==> src/logic/hpl_map.svh <==
`ifndef HPL_MAP_SVH
`define HPL_MAP_SVH

// ----------------------------------------
// clock and time base
// ----------------------------------------
`define HPL_CLK_PERIOD_NS 10
`define HPL_TICK_US 100
`define HPL_TICK_CYCLES ((`HPL_TICK_US * 1000) / `HPL_CLK_PERIOD_NS)

// ----------------------------------------
// times in microseconds, derived tick counts and the link pulse count
// ----------------------------------------
`define HPL_LINK_IDLE_US 12000
`define HPL_LINK_IDLE_TICKS (`HPL_LINK_IDLE_US / `HPL_TICK_US)
`define HPL_LINK_FAIL_US 100000
`define HPL_LINK_FAIL_TICKS (`HPL_LINK_FAIL_US / `HPL_TICK_US)
`define HPL_STRETCH_US 4000
`define HPL_STRETCH_TICKS (`HPL_STRETCH_US / `HPL_TICK_US)
`define HPL_COL_SHORT_US 100
`define HPL_COL_SHORT_TICKS (`HPL_COL_SHORT_US / `HPL_TICK_US)
`define HPL_BLINK130_US 130000
`define HPL_BLINK260_US 260000
`define HPL_BLINK512_US 512000
`define HPL_BLINK1560_US 1560000
`define HPL_HALF_TICKS(us) ((us) / (2 * `HPL_TICK_US))
`define HPL_LINK_PULSES 4

// ----------------------------------------
// register map
// ----------------------------------------
`define HPL_ADDR_CONTROL 4'h0
`define HPL_ADDR_STATUS 4'h1
`define HPL_LINK_TEST_RST 4'hF
`define HPL_PULSE_TX_RST 4'hF

// ----------------------------------------
// strap pin vector fields
// ----------------------------------------
`define HPL_PIN_SEL_LO 0
`define HPL_PIN_SERIAL 2
`define HPL_PIN_ATTACH_PORT_MODE_STRAP 3
`define HPL_PIN_LED_LO 4

`endif

==> src/logic/hpl_pkg.sv <==
package hpl_pkg;

   typedef enum logic [2:0] {
      HPL_SETTLE0 = 3'b000,
      HPL_SETTLE1 = 3'b001,
      HPL_SETTLE2 = 3'b010,
      HPL_SETTLE3 = 3'b011,
      HPL_CAPTURE = 3'b100,
      HPL_RUN = 3'b101
   } hpl_phase_t;

   typedef struct packed {
      logic [1:0] blinkRate;
      logic overrideB;
      logic overrideA;
      logic [3:0] polarityEn;
      logic [3:0] pulseTxEn;
      logic [3:0] linkTestEn;
   } hpl_ctrl_t;

   typedef struct packed {
      logic [3:0] rxLinkPulse;
      logic [3:0] rxPacket;
      logic [3:0] rxNegPolarity;
      logic [3:0] txActive;
   } hpl_tp_in_t;

   typedef struct packed {
      logic [4:0] carrier;
      logic [4:0] collision;
      logic [4:0] partitioned;
      logic [4:0] portDisabled;
      logic loopback;
      logic jabber;
   } hpl_attr_t;

   typedef struct packed {
      logic [4:0] bankA;
      logic [4:0] bankB;
      logic globalA;
      logic globalB;
   } hpl_led_t;

   typedef struct packed {
      logic [2:0][6:0] pinSync;
      logic [6:0] pinStable;
      hpl_phase_t phase;
      logic [1:0] selectIn;
      logic serialIn;
      logic attachReversed;
      hpl_ctrl_t ctrl;
      logic [13:0] tickCnt;
      logic tick;
      logic [3:0][9:0] idleCnt;
      logic [3:0][9:0] silenceCnt;
      logic [3:0][2:0] pulseCnt;
      logic [3:0] linkUp;
      logic [3:0] polDone;
      logic [3:0] rxInvert;
      logic [3:0] pulseReq;
      logic [4:0][5:0] crsCnt;
      logic [4:0][5:0] colCnt;
      logic [3:0][12:0] blinkCnt;
      logic [3:0] blinkPhase;
      hpl_led_t ledOe;
      logic [15:0] rdata;
   } hpl_state_t;

endpackage

==> src/logic/hpl_port_link_led.sv <==
// Implementation choices: the address-and-strobe port and the register addresses.
`timescale 1ns/1ps
`include "hpl_map.svh"
module hpl_port_link_led #(
   parameter int TICK_CYCLES = `HPL_TICK_CYCLES
) (
   input wire logic clock,
   input wire logic resetn,
   input wire logic [1:0] selectInStrap,
   input wire logic serialInStrap,
   input wire logic attachPortModeStrap,
   input wire logic [2:0] ledAttributeSelect,
   input wire hpl_pkg::hpl_tp_in_t tpIn,
   input wire hpl_pkg::hpl_attr_t attr,
   input wire logic [3:0] addr,
   input wire logic [15:0] wdata,
   input wire logic wr,
   input wire logic rd,
   output logic [15:0] rdata,
   output logic [3:0] linkPulseReq,
   output logic [3:0] repeatEnable,
   output logic [3:0] rxInvert,
   output logic attachReversed,
   output logic [4:0] ledBankAPortDriveOe,
   output logic [4:0] ledBankBPortDriveOe,
   output logic globalLedADriveOe,
   output logic globalLedBDriveOe
);

   hpl_pkg::hpl_state_t s;
   hpl_pkg::hpl_state_t n;

   // ----------------------------------------
   // helpers
   // ----------------------------------------
   function automatic logic [5:0] stretch(input logic raw, input logic tick,
                                          input logic [5:0] cnt, input logic [5:0] len);
      if (raw)
         return len;
      if (tick && cnt != 6'h00)
         return cnt - 6'h01;
      return cnt;
   endfunction

   function automatic logic [12:0] halfPeriod(input int idx);
      case (idx)
         0: return 13'(`HPL_HALF_TICKS(`HPL_BLINK130_US));
         1: return 13'(`HPL_HALF_TICKS(`HPL_BLINK260_US));
         2: return 13'(`HPL_HALF_TICKS(`HPL_BLINK512_US));
         default: return 13'(`HPL_HALF_TICKS(`HPL_BLINK1560_US));
      endcase
   endfunction

   // ----------------------------------------
   // next state
   // ----------------------------------------
   always_comb begin
      logic crs;
      logic col;
      logic par;
      logic lnk;
      logic att;
      logic la;
      logic lb;
      logic ov;
      logic crsAny;
      logic colAny;
      logic b130;
      logic b260;
      logic b512;
      logic b1560;
      logic [5:0] colLen;
      logic [2:0] sel;
      crs = 1'b0;
      col = 1'b0;
      par = 1'b0;
      lnk = 1'b0;
      att = 1'b0;
      la = 1'b0;
      lb = 1'b0;
      crsAny = 1'b0;
      colAny = 1'b0;
      n = s;
      n.pulseReq = 4'h0;
      n.tick = 1'b0;
      sel = s.pinStable[`HPL_PIN_LED_LO +: 3];

      n.pinSync = {s.pinSync[1:0], ledAttributeSelect, attachPortModeStrap,
                   serialInStrap, selectInStrap};
      if (s.pinSync[1] == s.pinSync[2])
         n.pinStable = s.pinSync[2];

      case (s.phase)
         hpl_pkg::HPL_SETTLE0: n.phase = hpl_pkg::HPL_SETTLE1;
         hpl_pkg::HPL_SETTLE1: n.phase = hpl_pkg::HPL_SETTLE2;
         hpl_pkg::HPL_SETTLE2: n.phase = hpl_pkg::HPL_SETTLE3;
         hpl_pkg::HPL_SETTLE3: n.phase = hpl_pkg::HPL_CAPTURE;
         hpl_pkg::HPL_CAPTURE: begin
            n.phase = hpl_pkg::HPL_RUN;
            n.selectIn = s.pinStable[`HPL_PIN_SEL_LO +: 2];
            n.serialIn = s.pinStable[`HPL_PIN_SERIAL];
            n.attachReversed = s.pinStable[`HPL_PIN_ATTACH_PORT_MODE_STRAP];
         end
         hpl_pkg::HPL_RUN: n.phase = hpl_pkg::HPL_RUN;
         default: n.phase = hpl_pkg::HPL_SETTLE0;
      endcase

      // ----------------------------------------
      // register port
      // ----------------------------------------
      // latest write holds; in the capture cycle polarityEn comes from the serial strap instead
      if (wr && addr == `HPL_ADDR_CONTROL)
         n.ctrl = hpl_pkg::hpl_ctrl_t'(wdata);
      if (s.phase == hpl_pkg::HPL_CAPTURE)
         n.ctrl.polarityEn = {4{~s.pinStable[`HPL_PIN_SERIAL]}};
      n.rdata = 16'h0000;
      if (rd) begin
         case (addr)
            `HPL_ADDR_CONTROL: n.rdata = s.ctrl;
            `HPL_ADDR_STATUS: n.rdata = {1'b0, sel, s.attachReversed, s.serialIn,
                                         s.selectIn, s.rxInvert, ~s.linkUp};
            default: n.rdata = 16'h0000;
         endcase
      end

      if (s.tickCnt == 14'(TICK_CYCLES - 1)) begin
         n.tickCnt = 14'h0000;
         n.tick = 1'b1;
      end else begin
         n.tickCnt = s.tickCnt + 14'h0001;
      end

      // ----------------------------------------
      // twisted-pair link
      // ----------------------------------------
      for (int p = 0; p < 4; p++) begin
         if (tpIn.txActive[p]) begin
            n.idleCnt[p] = 10'h000;
         end else if (s.idleCnt[p] == 10'(`HPL_LINK_IDLE_TICKS)) begin
            n.idleCnt[p] = 10'h000;
            n.pulseReq[p] = s.ctrl.pulseTxEn[p];
         end else if (s.tick) begin
            n.idleCnt[p] = s.idleCnt[p] + 10'h001;
         end

         if (tpIn.rxPacket[p] || tpIn.rxLinkPulse[p])
            n.silenceCnt[p] = 10'h000;
         else if (s.tick && s.silenceCnt[p] != 10'(`HPL_LINK_FAIL_TICKS))
            n.silenceCnt[p] = s.silenceCnt[p] + 10'h001;

         if (!s.ctrl.linkTestEn[p]) begin
            n.linkUp[p] = 1'b1;
         end else if (s.linkUp[p]) begin
            if (s.silenceCnt[p] == 10'(`HPL_LINK_FAIL_TICKS)) begin
               n.linkUp[p] = 1'b0;
               n.pulseCnt[p] = 3'h0;
               n.polDone[p] = 1'b0;
               n.rxInvert[p] = 1'b0;
            end
         end else if (tpIn.rxPacket[p]) begin
            n.linkUp[p] = 1'b1;
         end else if (tpIn.rxLinkPulse[p]) begin
            if (s.pulseCnt[p] == 3'(`HPL_LINK_PULSES - 1))
               n.linkUp[p] = 1'b1;
            else
               n.pulseCnt[p] = s.pulseCnt[p] + 3'h1;
         end else if (s.silenceCnt[p] == 10'(`HPL_LINK_FAIL_TICKS)) begin
            n.pulseCnt[p] = 3'h0;
         end

         if (!s.ctrl.polarityEn[p]) begin
            n.rxInvert[p] = 1'b0;
         end else if (!s.polDone[p] && tpIn.rxNegPolarity[p]) begin
            n.rxInvert[p] = 1'b1;
            n.polDone[p] = 1'b1;
         end
      end

      // ----------------------------------------
      // LED attributes
      // ----------------------------------------
      for (int b = 0; b < 4; b++) begin
         if (s.tick) begin
            if (s.blinkCnt[b] == halfPeriod(b) - 13'h0001) begin
               n.blinkCnt[b] = 13'h0000;
               n.blinkPhase[b] = ~s.blinkPhase[b];
            end else begin
               n.blinkCnt[b] = s.blinkCnt[b] + 13'h0001;
            end
         end
      end
      b130 = s.blinkPhase[0];
      b260 = s.blinkPhase[1];
      b512 = s.blinkPhase[2];
      b1560 = s.blinkPhase[3];

      case (s.ctrl.blinkRate)
         2'h0: ov = 1'b0;
         2'h1: ov = b512;
         2'h2: ov = b1560;
         default: ov = 1'b1;
      endcase

      colLen = (sel == 3'h7) ? 6'(`HPL_COL_SHORT_TICKS + 1) : 6'(`HPL_STRETCH_TICKS + 1);
      for (int p = 0; p < 5; p++) begin
         n.crsCnt[p] = stretch(attr.carrier[p], s.tick, s.crsCnt[p],
                               6'(`HPL_STRETCH_TICKS + 1));
         n.colCnt[p] = stretch(attr.collision[p], s.tick, s.colCnt[p], colLen);
         crs = attr.carrier[p] || s.crsCnt[p] != 6'h00;
         col = attr.collision[p] || s.colCnt[p] != 6'h00;
         par = attr.partitioned[p];
         att = (p == 0);
         lnk = att ? 1'b0 : s.linkUp[2'(p + 3)];
         crsAny = crsAny | crs;
         colAny = colAny | col;
         case (sel)
            3'h0: begin
               la = att ? attr.loopback : (lnk & ~par);
               lb = par;
            end
            3'h1: begin
               la = att ? attr.loopback : lnk;
               lb = crs;
            end
            3'h4: begin
               la = crs ? b260 : lnk;
               lb = col ? b260 : par;
            end
            3'h5: begin
               la = lnk;
               lb = par;
            end
            3'h6: begin
               la = crs ? b130 : (lnk | (par & ~att));
               lb = par | attr.portDisabled[p];
            end
            3'h7: begin
               la = par ? b1560 : lnk;
               lb = att ? par : col;
            end
            default: begin
               la = 1'b0;
               lb = 1'b0;
            end
         endcase
         n.ledOe.bankA[p] = s.ctrl.overrideA ? ov : la;
         n.ledOe.bankB[p] = s.ctrl.overrideB ? ov : lb;
      end

      case (sel)
         3'h0, 3'h1, 3'h6, 3'h7: begin
            la = crsAny;
            lb = colAny;
         end
         3'h4: begin
            la = crsAny & b260;
            lb = colAny & b260;
         end
         3'h5: begin
            la = crsAny ? b512 : colAny;
            lb = crsAny ? b512 : attr.jabber;
         end
         default: begin
            la = 1'b0;
            lb = 1'b0;
         end
      endcase
      n.ledOe.globalA = s.ctrl.overrideA ? ov : la;
      n.ledOe.globalB = s.ctrl.overrideB ? ov : lb;
   end

   // ----------------------------------------
   // state register
   // ----------------------------------------
   always_ff @(posedge clock or negedge resetn) begin
      if (!resetn) begin
         s <= '0;
         s.ctrl.linkTestEn <= `HPL_LINK_TEST_RST;
         s.ctrl.pulseTxEn <= `HPL_PULSE_TX_RST;
         s.phase <= hpl_pkg::HPL_SETTLE0;
      end else begin
         s <= n;
      end
   end

   assign rdata = s.rdata;
   assign linkPulseReq = s.pulseReq;
   assign repeatEnable = s.linkUp;
   assign rxInvert = s.rxInvert;
   assign attachReversed = s.attachReversed;
   assign ledBankAPortDriveOe = s.ledOe.bankA;
   assign ledBankBPortDriveOe = s.ledOe.bankB;
   assign globalLedADriveOe = s.ledOe.globalA;
   assign globalLedBDriveOe = s.ledOe.globalB;

endmodule
==> config.mk <==
export PLATFORM = sky130hd
export DESIGN_NAME = hpl_port_link_led
export DESIGN_NICKNAME = d
export VERILOG_FILES = /design/src/logic/hpl_pkg.sv /design/src/logic/hpl_port_link_led.sv
export VERILOG_INCLUDE_DIRS = /design/src /design/src/logic
export SDC_FILE = /design/constraint.sdc
export NUM_CORES = 1
export LEC_CHECK = 0
export BUFFER_PORTS_ARGS = -buffer_cell sky130_fd_sc_hd__buf_2
export CAP_MARGIN = 20
export CORE_ASPECT_RATIO = 2
export CORE_MARGIN = 2
export CORE_UTILIZATION = 60
export DETAILED_ROUTE_END_ITERATION = 10
export PLACE_DENSITY_LB_ADDON = 0.05
export SYNTH_ARGS = -nofsm -noshare
export SYNTH_HDL_FRONTEND = slang
export SYNTH_SLANG_ARGS = --single-unit
==> constraint.sdc <==
create_clock -name clock -period 2.29 [get_ports clock]
set_input_delay 0.3435 -clock clock [delete_from_list [all_inputs] [get_ports clock]]
set_output_delay 0.3435 -clock clock [all_outputs]
set_load 0.05 [all_outputs]
==> reports/qor.csv <==
metric,value,unit
die-area,27200,µm²
required,2.74,ns
path_cells,clkinv_1 > a21oi_1 > nand3_1 > xor2_1 > nor2_1,
ys_ff_latch,318,
grt_pass1_vias,11700,
clk_pin_slew,0.07,ns
pre_cts_slack,0.129,ns
place_congestion,0.908,
hp-class,primary input to flop,
fillers,2069,
power_density,704,nW/µm²
timing.final.ws_setup,0.192,ns
track_usage,24.2,%
yosysWarnings,0,
cts_made_buffers,29,
status,"finished, final reports clean",
placementRows,83,
cts_tree,built,
seq_area_frac_synth,51.4,%
synthFlopType,dfrtp_1,
synthAdderAreaFrac,4.03,%
drt_iter0_drc,509,
path_max_fanout,11,
power.total,12.3,mW
whs_path_depth,2,
drive_gt1_share,14.3,%
nets,1731,
wl_per_cell,16.4,µm
synthMuxAreaShare,3.95,%
cts_max_level,1,
async_flop_share,100,%
postCtsSetupRepairBufs,0,
crit_slowest_cell,a21oi_1,
synth_top_family_by_area,simple AND/OR/NAND/NOR gates,
grt_pass1_wl,54.6,mm
cp-start-kind,flop,
synth_compound_area_share,7.59,%
final-hold-violation-count,0,
max_stage_delay,0.59,ns
synth-edff-count,0,
ios,110,
drc,0,
start_util,60.7,%
report.final.slew_viol_count,0,
hpwlAfterDp,23.3,mm
fmax,477,MHz
synth_area_per_cell,10.3,µm²
ff2ff_path_depth,5,
routed_wl,32.4,mm
syn_area,15500,µm²
yosys.area_share.simple,19.3,%
finalSetupTns,0,ns
cts_root_buf,clkbuf_16,
arrival,2.54,ns
worst_clock_skew,0.0273,ns
synth_cell_type_count,67,
setup_violations,0,
maxCapViolCount,0,
die_w,118,µm
antenna_found_initial,4,
irDropWorstVdd,685,µV
syn-num-nets,1626,
critPathKind,flop to flop,
worst_slew_margin_rel,52.6,%
grt_max_degree,64,
antenna_left,0,
port_buffers,109,
worst_slew_pin_slew,0.709,ns
period_share,91.6,%
cts_buffer_depth,3,
clk_latency,0.57,ns
viasPerCell,5.64,
grt_overflow_total,0,
min_period,2.10,ns
dieHeight,231,µm
leakage,7.88,nW
vias,11100,
dr.pass1.iters,4,
end_kind,flop,
coreArea,25500,µm²
rsz0062_at_grt,no,
synthCells,1507,
cts.sinks,318,
areaGrowthSynthToFinish,12.9,%
synth-xor-area-share,9.37,%
## layer usage
layer | routed length [µm] | GRT usage, % | vias up
met1 | 12100 | 26.0 | 5527
met4 | 1230 | 10.1 | 6
met5 | 35 | 0 | -
li1 | - | - | 5337
met2 | 18100 | 47.1 | 190
met3 | 1010 | 3.08 | 73
## worst paths after layout
kind / slack (ns) / from / end
max in group asynchronous: 1.23 / resetn / s[271]
setup / recovery: 0.19 / s[252] / s[130]
min in group asynchronous: 0.31 / resetn / s[260]
setup reg to reg: 0.19 / s[252] / s[130]
hold / removal: 0.02 / wdata[15] / s[282]
hold reg to reg: 0.35 / n[306] / n[313]
## layout by cell type, fill, tap and decap left out, types with 31 or more instances in the layout
cell	count
dfrtp_1	309
nor2_1	188
buf_2	108
nand2_1	106
xor2_1	98
xnor2_1	68
inv_1	62
ha_1	50
o21ai_0	48
a21oi_1	47
nand3_1	46
nand4_1	40
mux2i_1	32
nor3_1	31
## synthesized netlist by cell type, types with 4 or more instances
master       n  area share, %
nand2b_1    25            1.0
o2bb2ai_1    5           0.28
clkbuf_1    25           0.60
or2_2        7           0.28
o211ai_1     4           0.19
inv_1       62            1.5
o21a_1      18           0.87
a22o_1       6           0.34
nor4b_1     11           0.62
or4_1        6           0.29
and3_1      29            1.2
buf_2       10           0.32
mux2_2      26            1.9
nand3_1     46            1.5
nand3b_1     8           0.39
dfstp_2      8            1.4
nand4b_1     6           0.34
nor2b_1     18           0.73
nor3_1      31            1.0
ha_1        50            4.0
nand4_1     40            1.6
dfrtp_1    310             50
buf_1        6           0.15
buf_4       38            1.8
o21ai_1      5           0.16
a211oi_1     9           0.44
a31oi_1      5           0.20
a21o_1       8           0.39
or3_1       22           0.89
xnor2_1     68            3.8
xor2_1      98            5.5
nor2_1     188            4.5
a21oi_1     47            1.5
nor4_1      18           0.73
nand2_1    106            2.6
mux2i_1     32            2.1
nor3b_1      6           0.29
o21ai_0     48            1.5
## kinds of logic (layout without fill, tap and decap cells)
logic type      Yosys count  in the layout
simple gates            589            589
flops                   318            318
compound gates          184            184
xor+xnor                166            166
buf+inv                 142            269
mux                      58             58
fa+ha+maj                50             50
other cells               0              1
## final cells by class
class	count	area, µm²	share of cell area [%]
clock buffers	37	786	4.49
clock inverters	16	199	1.14
well taps	340	425	2.43
diodes	1	2.50	0.0143
multi-input cells	1047	6870	39.2
repair buffers	153	1030	5.87
flip-flops and latches	318	7970	45.5
inverters	63	236	1.35
## registers in the layout, summed over array words and instances (netlist names)
name and flops:
s 263, linkPulseReq 4, rxInvert 4, ledBankBPortDriveOe 5
globalLedADriveOe 1, attachReversed 1, globalLedBDriveOe 1, n 14
repeatEnable 4, rdata 16, ledBankAPortDriveOe 5
## power by group
part | internal (mW) | leakage [nW] | switching, mW
combinational | 0.430 | 3.30 | 0.797
clock | 2.89 | 0.479 | 2.17
sequential | 5.85 | 4.10 | 0.203
## repair_timing
item                                    in CTS  in global routing
endpoints found under the hold margin       78                  0
hold buffers                                22                  0
gates resized for setup                      0                  2
endpoints found under the setup margin       0                  1
## worst max-delay path: cells and delay by family (launching register included)
| family | cells | cell delay [ns] |
|---|---|---|
| and+or+nand+nor | 2 | 0.22 |
| AOI/OAI and AO/OA | 1 | 0.59 |
| DFF | 1 | 0.53 |
| buffers and inverters | 1 | 0.48 |
| xor gates and xnor gates | 1 | 0.17 |
## per-stage QoR
| stage | utilization (%) | cells | cell area [µm²] | hold WS [ns] |
|---|---|---|---|---|
| 2_1_floorplan | - | 1507 | 15500 | 0.0479 |
| 6_report | 68.6 | 1975 | 17500 | 0.0240 |
| 3_5_place_dp | 63.8 | 1899 | 16300 | 0.315 |
| 3_3_place_gp | 63.8 | 1899 | 16300 | 0.317 |
| 4_1_cts | 68.5 | 1974 | 17500 | 0.00116 |
| 5_1_grt | 68.6 | 1975 | 17500 | 0.0129 |
No activity file was read; power rests on OpenSTA's default activity.
